===== config.mk =====
export PLATFORM = sky130hd
export DESIGN_NAME = serial_config_port
export DESIGN_NICKNAME = d
export VERILOG_FILES = /design/src/serial_cfg_pkg.sv /design/src/bus_line_sync.sv /design/src/config_bank.sv /design/src/serial_config_port.sv
export SDC_FILE = /design/constraint.sdc
export NUM_CORES = 1
export LEC_CHECK = 0
export BUFFER_PORTS_ARGS = -buffer_cell sky130_fd_sc_hd__buf_2
export CAP_MARGIN = 20
export CORE_MARGIN = 10
export CORE_UTILIZATION = 57
export CTS_CLUSTER_DIAMETER = 30
export DETAILED_ROUTE_END_ITERATION = 6
export PLACE_DENSITY_LB_ADDON = 0.12
export SLEW_MARGIN = 10
export SYNTH_ARGS = -nofsm -noshare
export SYNTH_HDL_FRONTEND = slang
export SYNTH_SLANG_ARGS = --single-unit

===== constraint.sdc =====
create_clock -name clk -period 3.3 [get_ports clk]
set_input_delay 0.495 -clock clk [delete_from_list [all_inputs] [get_ports clk]]
set_output_delay 0.495 -clock clk [all_outputs]
set_load 0.01 [all_outputs]

===== src/serial_cfg_pkg.sv =====
`default_nettype none

package serial_cfg_pkg;

  ////////////////////////////////////////////////////////////////////////////
  // Addressing and command byte layout

  // Own address byte with the write bit, and its seven address bits
  localparam logic [7:0] SLAVE_ADDR_BYTE = 8'hD2;
  localparam logic [6:0] SLAVE_ADDR7 = SLAVE_ADDR_BYTE[7:1];
  // Command byte: mode bit, chip-select field, byte offset field
  localparam int CMD_MODE_BIT = 7;
  localparam int CMD_CS_HI = 6;
  localparam int CMD_CS_LO = 5;
  localparam int CMD_OFS_HI = 4;
  localparam int CMD_OFS_LO = 0;
  // Chip-select value that selects this device
  localparam logic [1:0] CHIP_SEL_VALUE = 2'h0;

  ////////////////////////////////////////////////////////////////////////////
  // Register bank

  // Number of implemented control bytes
  localparam int NUM_BYTES = 8;
  // Byte count returned first in a block read
  localparam logic [7:0] BLOCK_COUNT = 8'h08;
  // Byte indices that carry live fields
  localparam int CTRL0_IDX = 0;
  localparam int CTRL2_IDX = 2;
  localparam int CTRL6_IDX = 6;
  localparam int ID_IDX = 7;
  // Field positions
  localparam int OUT2_EN_BIT = 4;
  localparam int OUT1_EN_BIT = 3;
  localparam int SS_DEPTH_BIT = 7;
  localparam int SS_EN_BIT = 2;
  localparam int TEST_SEL_BIT = 7;
  localparam int TEST_MODE_BIT = 6;

  // Whole bank, byte 0 in the low lane
  typedef logic [NUM_BYTES-1:0][7:0] reg_bank_t;

  // Power-up values; the top byte is replaced by the identity byte
  localparam reg_bank_t REG_RESET = {8'h00, 8'h13, 8'h00, 8'h01,
                                     8'hAF, 8'hEA, 8'h00, 8'h7C};

  ////////////////////////////////////////////////////////////////////////////
  // Timing

  // Fastest bus clock served, and our own clock rate
  localparam int BUS_KHZ_MAX = 400;
  localparam int CLK_HZ = 20000000;
  // Own clock cycles in one half period of the fastest bus clock
  localparam int CYCLES_PER_HALF = CLK_HZ / (BUS_KHZ_MAX * 1000 * 2);
  // Least oversampling that the edge detector can serve
  localparam int MIN_CYCLES_PER_HALF = 4;

  ////////////////////////////////////////////////////////////////////////////
  // Carriers

  // Synchronised line levels and conditions, all one-cycle pulses but levels
  typedef struct packed {
    logic scl;
    logic sda;
    logic scl_rise;
    logic scl_fall;
    logic start;
    logic stop;
  } bus_events_t;

  // One byte write into the bank
  typedef struct packed {
    logic en;
    logic [2:0] idx;
    logic [7:0] data;
  } reg_write_t;

  // Protocol states of the serial slave
  typedef enum logic [3:0] {
    ST_IDLE,
    ST_ADDR,
    ST_ADDR_ACK,
    ST_CMD,
    ST_CMD_ACK,
    ST_WDATA,
    ST_WDATA_ACK,
    ST_RDATA,
    ST_RACK,
    ST_RNEXT,
    ST_IGNORE
  } slave_state_t;

  // Whole state of the serial slave
  typedef struct packed {
    slave_state_t st;
    logic [7:0] shift;
    logic [3:0] bitcnt;
    logic rw;
    logic block;
    logic count_phase;
    logic [4:0] ptr;
    logic oe;
    logic busy;
    reg_write_t wr;
  } port_state_t;

endpackage

`default_nettype wire


===== src/bus_line_sync.sv =====
`timescale 1ns/1ps
`default_nettype none

module bus_line_sync
  import serial_cfg_pkg::*;
(
  input wire logic clk,
  input wire logic sys_rst,
  input wire logic scl_pin,
  input wire logic sda_pin,
  output bus_events_t ev
);

  // Pipeline: meta -> stable -> prev, events registered
  typedef struct packed {
    logic [1:0] meta;
    logic [1:0] stable;
    logic [1:0] prev;
    bus_events_t ev;
  } sync_state_t;

  sync_state_t q, d;

  ////////////////////////////////////////////////////////////////////////////
  // Next state: shift the lines in and derive conditions from stable/prev
  always_comb begin
    d = q;
    d.meta = {scl_pin, sda_pin};
    d.stable = q.meta;
    d.prev = q.stable;
    d.ev.scl = q.stable[1];
    d.ev.sda = q.stable[0];
    d.ev.scl_rise = q.stable[1] & ~q.prev[1];
    d.ev.scl_fall = ~q.stable[1] & q.prev[1];
    // Data falls while clock stays high
    d.ev.start = q.stable[1] & q.prev[1] & q.prev[0] & ~q.stable[0];
    // Data rises while clock stays high
    d.ev.stop = q.stable[1] & q.prev[1] & ~q.prev[0] & q.stable[0];
  end

  // State register; idle bus reads as both lines high
  always_ff @(posedge clk or posedge sys_rst) begin
    if (sys_rst) begin
      q <= '{meta: 2'h3, stable: 2'h3, prev: 2'h3,
             ev: '{scl: 1'b1, sda: 1'b1, default: 1'b0}};
    end else begin
      q <= d;
    end
  end

  assign ev = q.ev;

endmodule

`default_nettype wire


===== src/config_bank.sv =====
`timescale 1ns/1ps
`default_nettype none

module config_bank
  import serial_cfg_pkg::*;
#(
  parameter logic [7:0] ID_BYTE = 8'h5A
)
(
  input wire logic clk,
  input wire logic sys_rst,
  input reg_write_t wr,
  output reg_bank_t bank,
  output logic out1_en,
  output logic out2_en,
  output logic ss_en,
  output logic ss_depth,
  output logic test_mode,
  output logic test_sel
);

  // All bytes held in flip-flops
  typedef struct packed {
    reg_bank_t bank;
  } bank_state_t;

  bank_state_t q, d;

  ////////////////////////////////////////////////////////////////////////////
  // Byte write; the identity byte is read-only
  always_comb begin
    d = q;
    if (wr.en && (wr.idx != 3'(ID_IDX))) begin
      d.bank[wr.idx] = wr.data;
    end
    d.bank[ID_IDX] = ID_BYTE;
  end

  // Power-up defaults load on reset
  always_ff @(posedge clk or posedge sys_rst) begin
    if (sys_rst) begin
      q.bank <= {ID_BYTE, REG_RESET[NUM_BYTES-2:0]};
    end else begin
      q <= d;
    end
  end

  // Fields straight from the byte flip-flops
  assign bank = q.bank;
  assign out1_en = q.bank[CTRL0_IDX][OUT1_EN_BIT];
  assign out2_en = q.bank[CTRL0_IDX][OUT2_EN_BIT];
  assign ss_en = q.bank[CTRL2_IDX][SS_EN_BIT];
  assign ss_depth = q.bank[CTRL2_IDX][SS_DEPTH_BIT];
  assign test_mode = q.bank[CTRL6_IDX][TEST_MODE_BIT];
  assign test_sel = q.bank[CTRL6_IDX][TEST_SEL_BIT];

endmodule

`default_nettype wire


===== src/serial_config_port.sv =====
// Behaviour
// - Answer only the fixed address byte D2h
// - Command bit 7: zero block, one single
// - Bits 4:0 offset; zero for block transfers
// - Block bytes ascend from offset zero, MSB first
// - Block may end after any whole byte
// - Registers take defaults at power-up
// - Block write: address, command, count, data, stop
// - Block read: command, repeated start, read address
// - Read returns count then data; last unacknowledged
// - Single write: address, command, one data byte
// - Single read: command, restart, one byte, no-ack
// - Spread on/off and depth set by software
// - Each output pair enabled separately
// - Serve bus clock up to 400kHz
`timescale 1ns/1ps
`default_nettype none

module serial_config_port
  import serial_cfg_pkg::*;
#(
  // Identity byte; the value is arbitrary
  parameter logic [7:0] ID_BYTE = 8'h5A
)
(
  input wire logic clk,
  input wire logic sys_rst,
  input wire logic serial_bus_clock_pin,
  input wire logic serial_bus_data_pin_in,
  output logic serial_bus_data_pin_out,
  output logic serial_bus_data_pin_oe,
  output logic clock_out1_enable,
  output logic clock_out2_enable,
  output logic spread_enable,
  output logic spread_depth_sel,
  output logic test_mode_enable,
  output logic test_ref_select,
  output logic port_busy
);

  ////////////////////////////////////////////////////////////////////////////
  // Elaboration checks

  // The edge detector needs several own cycles per bus clock half
  if (CYCLES_PER_HALF < MIN_CYCLES_PER_HALF) begin : g_rate_check
    $error("Own clock too slow for the fastest bus clock");
  end

  // Bank index is three bits wide, so at most eight bytes
  if (NUM_BYTES > 8) begin : g_bank_check
    $error("Register bank larger than its index can reach");
  end

  ////////////////////////////////////////////////////////////////////////////
  // Signals

  // Synchronised lines and bus conditions
  bus_events_t ev;
  // Current bank contents for readback
  reg_bank_t bank;
  // Slave state and its next value
  port_state_t q, d;
  // Byte offered next on a read
  logic [7:0] tx_byte;
  // Pointer after the current read byte
  logic [4:0] next_ptr;
  // First byte offered after a read address
  logic [7:0] first_byte;

  ////////////////////////////////////////////////////////////////////////////
  // Line synchroniser and condition detector

  // Bus lines pass two flip-flops before any decision
  bus_line_sync u_sync (
    .clk(clk),
    .sys_rst(sys_rst),
    .scl_pin(serial_bus_clock_pin),
    .sda_pin(serial_bus_data_pin_in),
    .ev(ev)
  );

  ////////////////////////////////////////////////////////////////////////////
  // Register bank

  // Holds the control bytes and drives the configuration outputs
  config_bank #(
    .ID_BYTE(ID_BYTE)
  ) u_bank (
    .clk(clk),
    .sys_rst(sys_rst),
    .wr(q.wr),
    .bank(bank),
    .out1_en(clock_out1_enable),
    .out2_en(clock_out2_enable),
    .ss_en(spread_enable),
    .ss_depth(spread_depth_sel),
    .test_mode(test_mode_enable),
    .test_sel(test_ref_select)
  );

  ////////////////////////////////////////////////////////////////////////////
  // Readback byte selection

  // Unimplemented offsets read as zero
  function automatic logic [7:0] read_byte(input logic [4:0] p,
                                           input reg_bank_t b);
    logic [7:0] r;
    r = 8'h00;
    if (p < 5'(NUM_BYTES)) begin
      r = b[p[2:0]];
    end
    return r;
  endfunction

  // Count phase keeps the pointer, data phase steps it
  always_comb begin
    next_ptr = q.ptr;
    if (!q.count_phase && (q.ptr != 5'h1F)) begin
      next_ptr = q.ptr + 5'h01;
    end
    tx_byte = read_byte(next_ptr, bank);
    // Block reads open with the byte count, single reads with the byte
    if (q.count_phase) begin
      first_byte = BLOCK_COUNT;
    end else begin
      first_byte = read_byte(q.ptr, bank);
    end
  end

  ////////////////////////////////////////////////////////////////////////////
  // Protocol state machine

  // One combinational pass over the slave state
  always_comb begin
    d = q;
    d.wr.en = 1'b0;
    if (ev.stop) begin
      // Stop ends any transfer; completed bytes stay written
      d.st = ST_IDLE;
      d.oe = 1'b0;
      d.busy = 1'b0;
    end else if (ev.start) begin
      // Start or repeated start: expect an address byte
      d.st = ST_ADDR;
      d.bitcnt = 4'h0;
      d.oe = 1'b0;
      d.busy = 1'b1;
    end else begin
      unique case (q.st)
        // Waiting for a start condition
        ST_IDLE: begin
        end
        // Not addressed, or read not acknowledged: line released until the next start
        ST_IGNORE: begin
          d.oe = 1'b0;
        end
        // Receiving an eight-bit byte, MSB first
        ST_ADDR, ST_CMD, ST_WDATA: begin
          if (ev.scl_rise && (q.bitcnt < 4'h8)) begin
            d.shift = {q.shift[6:0], ev.sda};
            d.bitcnt = q.bitcnt + 4'h1;
          end
          if (ev.scl_fall && (q.bitcnt == 4'h8)) begin
            d.bitcnt = 4'h0;
            unique case (q.st)
              // Address byte: match own address and take direction
              ST_ADDR: begin
                if (q.shift[7:1] == SLAVE_ADDR7) begin
                  d.rw = q.shift[0];
                  d.oe = 1'b1;
                  d.st = ST_ADDR_ACK;
                end else begin
                  d.st = ST_IGNORE;
                end
              end
              // Command byte: mode, chip select and offset
              ST_CMD: begin
                if (q.shift[CMD_CS_HI:CMD_CS_LO] == CHIP_SEL_VALUE) begin
                  d.block = ~q.shift[CMD_MODE_BIT];
                  if (q.shift[CMD_MODE_BIT]) begin
                    d.ptr = q.shift[CMD_OFS_HI:CMD_OFS_LO];
                    d.count_phase = 1'b0;
                  end else begin
                    // Block transfers always begin at offset zero
                    d.ptr = 5'h00;
                    d.count_phase = 1'b1;
                  end
                  d.oe = 1'b1;
                  d.st = ST_CMD_ACK;
                end else begin
                  // Another chip select: leave the bus alone
                  d.st = ST_IGNORE;
                end
              end
              // Data byte of a write
              default: begin
                if (q.count_phase) begin
                  // Byte count is taken but not used
                  d.count_phase = 1'b0;
                end else begin
                  d.wr.en = (q.ptr < 5'(NUM_BYTES));
                  d.wr.idx = q.ptr[2:0];
                  d.wr.data = q.shift;
                  if (q.ptr != 5'h1F) begin
                    d.ptr = q.ptr + 5'h01;
                  end
                end
                d.oe = 1'b1;
                d.st = ST_WDATA_ACK;
              end
            endcase
          end
        end
        // Address acknowledged: turn to write or read
        ST_ADDR_ACK: begin
          if (ev.scl_fall) begin
            if (q.rw) begin
              // First read byte is the count in a block read
              d.shift = first_byte;
              // Bit 7 goes out at once: pull low for a zero
              d.oe = ~first_byte[7];
              d.st = ST_RDATA;
            end else begin
              d.oe = 1'b0;
              d.st = ST_CMD;
            end
          end
        end
        // Command or data acknowledged: next byte is data
        ST_CMD_ACK, ST_WDATA_ACK: begin
          if (ev.scl_fall) begin
            d.oe = 1'b0;
            d.st = ST_WDATA;
          end
        end
        // Shifting a byte out, next bit placed on each falling edge
        ST_RDATA: begin
          if (ev.scl_fall) begin
            if (q.bitcnt == 4'h7) begin
              d.oe = 1'b0;
              d.st = ST_RACK;
            end else begin
              d.shift = {q.shift[6:0], 1'b0};
              d.bitcnt = q.bitcnt + 4'h1;
              d.oe = ~q.shift[6];
            end
          end
        end
        // Sampling the controller's acknowledge
        ST_RACK: begin
          if (ev.scl_rise) begin
            if (ev.sda) begin
              // Not acknowledged: last byte, wait for stop
              d.st = ST_IGNORE;
            end else begin
              d.st = ST_RNEXT;
            end
          end
        end
        // Acknowledged: load and present the following byte
        ST_RNEXT: begin
          if (ev.scl_fall) begin
            d.ptr = next_ptr;
            d.count_phase = 1'b0;
            d.shift = tx_byte;
            d.bitcnt = 4'h0;
            d.oe = ~tx_byte[7];
            d.st = ST_RDATA;
          end
        end
      endcase
    end
  end

  ////////////////////////////////////////////////////////////////////////////
  // State register

  // Whole slave state in one register
  always_ff @(posedge clk or posedge sys_rst) begin
    if (sys_rst) begin
      q <= '{st: ST_IDLE, default: '0};
    end else begin
      q <= d;
    end
  end

  ////////////////////////////////////////////////////////////////////////////
  // Outputs

  // Open-drain data line: only ever pulled low
  assign serial_bus_data_pin_out = 1'b0;
  // Pull-down enable straight from the state register
  assign serial_bus_data_pin_oe = q.oe;
  // Transfer in progress between start and stop
  assign port_busy = q.busy;

endmodule

`default_nettype wire


======== Yosys cells after proc, flatten, opt, wreduce, memory -nomap -nowiden ========
Index checks and enable logic that the tools add are counted.
word-level totals
  register bits ........................... 105
  output and inout port bits .............. 9
  logic and storage cells ................. 179
cells by class
  $add $sub $neg .......................... 2
  $lt $le $gt $ge ......................... 7
  equal/unequal tests ..................... 39
  multiplexer cells ....................... 60
  bitwise gates (word level) .............. 19
  reductions and logical operators ........ 25
operators by type and width
  operator              number
  $mux W12              9
  $bwmux W64            1
  $mux W8               8
  $bmux W8 S3           2
  $mux W4               9
  $mux W16              2
  $pmux W8 S4           1
  $demux W8 S3          1
  $pmux W4 S6           1
  $pmux W6 S2           2
  $reduce_and A6 Y1     4
  $eq A4 B3 Y1 const B  5
  $ne A4 B1 Y1 const B  5
  $reduce_and A9 Y1     2
  $eq A4 B4 Y1 const B  4
  $reduce_and A8 Y1     2
  $reduce_bool A8 Y1    2
  $mux W5               3
  $mux W13              1
  $lt A3 B4 Y1 const B  3
  $ne A3 B3 Y1 const B  4
  $not A1 Y1            12
  $pmux W4 S3           1
  $mux W1               11
  other kinds (32)      57

======== Depth between registers and ports, before layout ========
  depth after elaboration ................. 11
  mapped depth ............................ 12
  mapped depth without buffers ............ 9

======== Cells and area by module ========
Synthesis repeated with hierarchy kept, for this count alone.
second synthesis, totals
  cells, all modules ...................... 553
  area total of the unflattened synthesis .. 6358.6 um^2
modules (own cells, without submodules)
  module              instances  cells each  area each (um^2)  sequential area each (um^2)
  serial_config_port  1          395         3776.1            925.9
  config_bank         1          143         2288.4            1426.4
  bus_line_sync       1          15          294.0             257.7

======== Worst setup path after synthesis ========
Ideal clock, no wire load.
  path type ............................... reg2reg
  start point ............................. reg q[16] (netlist bit)
  end point ............................... reg q[33] (netlist bit)
  library setup time ...................... 0.125 ns
  data arrival time ....................... 2.707 ns
  data required time ...................... 3.175 ns
  path slack .............................. 0.469 ns
  stages on the path, launching flop included .. 13
  path buffers ............................ 4
  cells stage by stage .................... dfrtp_1 > buf_2 > clkbuf_1 > and3_1 > ha_1 > buf_6 > or3b_1 > buf_6 > nand2_4 > mux4_2 > a221oi_2 > o311a_1 > a211oi_2
on the way
  word-level cells in the longest chain between the ends .. 8
  elaborated cells between the ends (all ways) .. 17
  those cells by class .................... add/sub: 1; order compare: 2; eq/ne: 1; mux: 12; reduce/logical: 1
ends and longest elaborated chain
  element                                                                line                       text
  from (decl)                                                            serial_config_port.sv:62   port_state_t q, d;
  from (signal assigned)                                                 serial_config_port.sv:281  q <= '{st: ST_IDLE, default: '0};
  from (signal assigned)                                                 serial_config_port.sv:283  q <= d;
  parallel branches: the longest is 7 deep, another holds $add A5 B1 Y5  --
  $pmux W8 S4 *                                                          serial_config_port.sv:149  unique case (q.st)
Mark *: on every way between the ends. The select of a mux whose other input is x is not followed.
A chain may end at the register's enable or synchronous reset.

======== Worst setup path after layout ========
  start point ............................. reg q[14] (netlist bit)
  end point ............................... reg q[33] (netlist bit)
The elaborated chain is that of the path after synthesis.

==> results.toml <==
[sta]
report.final.slew_viol_count = 0
post-route-period-util_pct = 97.0
hold_violations = 0
slew_at_the_pin_closest_to_its_max_slew_limit_ns = 1.02
fmax_ghz = 0.313
period_minus_slack_ns = 3.20
timing.final.ws_setup_ns = 0.100
setup_violations = 0
setup_total_negative_slack_ns = 0
rsz0062_at_grt = "no"
clock_tree_skew_after_final_layout_ns = 0.0105
slew_headroom_pct = 32.0

[run_status]
status = "finished, final reports clean"

[synthesis]
netlist-cell-type-count = 77
async_flop_share_pct = 100
syn-num-nets = 581
yosys-top-cells-area = "sky130_fd_sc_hd__dfrtp_1 32%, sky130_fd_sc_hd__mux2_2 13%, sky130_fd_sc_hd__dfstp_2 11%"
yosys_warnings = 0
number_of_enable_type_register_cells_in_the_synthesized_netlist = 0
synthesis.instances = 573
ys_seq_elements = 103
post-synth-top-count-cell = "sky130_fd_sc_hd__dfrtp_1"
syn-cell-area_mm2 = 0.00600
leading_post_synthesis_cells_by_instance_count = "77 x sky130_fd_sc_hd__dfrtp_1, 70 x sky130_fd_sc_hd__mux2_2, 43 x sky130_fd_sc_hd__o21ai_0, 38 x sky130_fd_sc_hd__nor2_1, 28 x sky130_fd_sc_hd__nand2_1"
commonest_register_cell_after_synthesis = "sky130_fd_sc_hd__dfrtp_1"
synth.top_cell.area_share_pct = 32.1
synth_seq_area_share_pct = 43.5
syn_area_per_cell_um2 = 10.5
yosys.area.top_type = "sky130_fd_sc_hd__dfrtp_1"

[worst_setup_path]
crit_slowest_cell = "sky130_fd_sc_hd__or3b_1"
reg2reg_depth = 9
critPathCaptureType = "flip-flop"
setup.worst_path.end = "q[33]$_DFFE_PP0P_"
timing.reg2reg.setup_slack_ns = 0.10
critical_path_required_time_ns = 3.53
timing.critical_path.mode_cell = "sky130_fd_sc_hd__ha_1"
crit_path_start_kind = "flip-flop"
path_class = "reg -> reg"
setup.worst_path.start = "q[14]$_DFFE_PP0P_"
timing.rr.start = "q[14]$_DFFE_PP0P_"
cp_num_buf_inv = 0
timing.critical_path.cells = "ha_1 -> and3_1 -> ha_1 -> or3b_1 -> nand2_4 -> mux4_2 -> a221oi_2 -> o311a_1 -> a211oi_2"
rr_endpoint = "q[33]$_DFFE_PP0P_"
worst_path_largest_cell_delay_ns = 0.55
worst_path_dominant_cell_family = "simple AND/OR/NAND/NOR gates"
path_max_fanout = 10
timing.critical_path.arrival_ns = 3.43
critical_path_depth = 9

[floorplan]
fp.dieArea_mm2 = 0.0150
die_y_um = 123
width_of_the_die_um = 123
floorplan.rows = 37
design.core.area_mm2 = 0.0103
start_util_pct = 58.4
top_level_port_count = 13

[power_and_ir_drop]
internal_power_mw = 2.26
ir_worst_vdd_v = 0.000413
switching_share_pct = 40.9
power_per_cell_area_mw_per_mm2 = 598
power_frac_comb_pct = 34.0
netSwitchingPower_mw = 1.56
power_frac_clock_pct = 20.3
p_seq_share_pct = 45.8
total_leakage_power_nw = 2.70

[global_route]
grt_usage_pct = 22.4
grt_first_pass_wirelength_mm = 26.1
gr-total-overflow = 0
via_count_of_the_first_global_routing_pass = 4657
grt_start_max_net_pins = 51
initial_antenna_violation_count = 0

[routing]
drt_iter0_markers = 460
routed-via-count = 4903
viasPerCell = 6.79
route.detailed.drc = 0
finalWirelength_mm = 16.4
drtPass1Iterations = 5
detail_route.wl_per_cell_um = 22.7
detail-route-antenna-nets = 0

[min_path]
holdCritPathClass = "in -> async"

[layout]
post_route_cells_drive_above_1_share_pct = 28.0
synthToLayoutAreaGrowth_pct = 6.50
final_nets = 589
diodes = 0

[placement]
post-dp-hpwl_mm = 11.5
place.port_buffers = 11
place_congestion = 0.979
pre_cts_slack_ns = 0.151

[clocking]
cts.repair_timing.setup_buffer_count = 0
h_tree_levels = 3
clk-insertion-delay-late_ns = 0.39
max_clock_buf_depth = 2
cts.reportedPaths.clkPinSlew_ns = 0.10
number_of_buffers_created_by_cts = 9
cts_tree = "done"
cts.sinks = 103
cts.root.buffer_cell = "sky130_fd_sc_hd__clkbuf_8"

[run]
drv.max_cap_violation_count = 0
-- state kept, by name, indices dropped and copies added, names as in the netlist --
signal	cells
u_bank.bank	56
q	35
u_sync.d	4
u_sync.ev	4
u_sync.q	2
port_busy	1
serial_bus_data_pin_oe	1
-- cell families after synthesis --
family                   synth area share, %
AO/OA/AOI/OAI                           18.7
XOR/XNOR                               0.709
adder cells (fa/ha/maj)                0.834
buffers and inverters                   3.98
flip-flops                              43.5
multiplexers                            17.7
other                                 0.0625
AND/OR/NAND/NOR                         14.5
-- area by class of cell --
type                            count  area [um^2]
Fill cell                         877         3880
Multi-Input combinational cell    419         3150
Sequential cell                   103         2610
Timing Repair Buffer               30          198
Tap cell                          136          170
Clock buffer                       10          138
Inverter                           18         70.1
Clock inverter                      6         53.8
-- stage by stage --
stage	util [%]	hold WS [ns]	power (mW)	std cells	instance area [um^2]
2_1_floorplan	-	0.345	2.65	573	6000
3_3_place_gp	60.3	0.349	3.00	706	6200
3_5_place_dp	60.3	0.347	3.02	706	6200
4_1_cts	62.2	0.178	3.80	722	6390
5_1_grt	62.2	0.171	4.06	722	6390
6_report	62.2	0.176	3.83	722	6390
-- how the worst min path moves through the flow --
stage / depth (start not counted) / start / slack [ns] / endpoint
after floorplan: 0 / u_sync.d[8]$_DFF_PP1_ / 0.35 / u_sync.d[4]$_DFF_PP1_
after global placement: 0 / u_sync.d[8]$_DFF_PP1_ / 0.35 / u_sync.d[4]$_DFF_PP1_
after detailed placement: 0 / u_sync.d[8]$_DFF_PP1_ / 0.35 / u_sync.d[4]$_DFF_PP1_
after CTS: 1 / serial_bus_clock_pin / 0.18 / u_sync.d[9]$_DFF_PP1_
after global routing: 1 / serial_bus_data_pin_in / 0.17 / u_sync.d[8]$_DFF_PP1_
final: 2 / sys_rst / 0.18 / u_bank.bank[14]$_DFFE_PP0P_
-- power groups by stage --
stage	logic, mW	registers, mW	clock network, mW
floorplan	1.05	1.59	0
global placement	1.25	1.75	0
detailed placement	1.27	1.76	0
CTS	1.27	1.73	0.798
global route	1.43	1.78	0.846
finish	1.30	1.75	0.775
-- worst register-to-register path, stage by stage, from the launching register on --
cell and delay, ns:
sky130_fd_sc_hd__dfrtp_1 0.42, sky130_fd_sc_hd__ha_1 0.27, sky130_fd_sc_hd__and3_1 0.21, sky130_fd_sc_hd__ha_1 0.34, sky130_fd_sc_hd__or3b_1 0.55, sky130_fd_sc_hd__nand2_4 0.20, sky130_fd_sc_hd__mux4_2 0.54, sky130_fd_sc_hd__a221oi_2 0.28
sky130_fd_sc_hd__o311a_1 0.20, sky130_fd_sc_hd__a211oi_2 0.04
-- cells in the final DEF (no fill, tap or decap), types with 13 or more instances in the layout --
| master | n |
|---|---|
| sky130_fd_sc_hd__dfrtp_1 | 77 |
| sky130_fd_sc_hd__mux2_2 | 70 |
| sky130_fd_sc_hd__o21ai_0 | 43 |
| sky130_fd_sc_hd__nor2_1 | 38 |
| sky130_fd_sc_hd__nand2_1 | 28 |
| sky130_fd_sc_hd__dfstp_2 | 26 |
| sky130_fd_sc_hd__a21oi_1 | 23 |
| sky130_fd_sc_hd__buf_4 | 19 |
| sky130_fd_sc_hd__nor3_1 | 17 |
| sky130_fd_sc_hd__mux2i_1 | 16 |
| sky130_fd_sc_hd__inv_1 | 15 |
| sky130_fd_sc_hd__o22ai_1 | 14 |
| sky130_fd_sc_hd__nand3_1 | 13 |
-- timing repair --
| item | in CTS | in global routing |
|---|---|---|
| gates resized for setup | 0 | 1 |
| hold buffers | 0 | 0 |
| setup endpoints to repair | 0 | 2 |
-- routing by layer --
| metal | vias up | global-route usage [%] | wire [um] |
|---|---|---|---|
| li1 | 2204 | - | - |
| met3 | 31 | 5.10 | 1320 |
| met5 | - | 0 | 0 |
| met1 | 2435 | 31.6 | 7320 |
| met4 | 0 | 8.10 | 332 |
| met2 | 233 | 32.9 | 7410 |
Power figures use the tool's default switching activity.
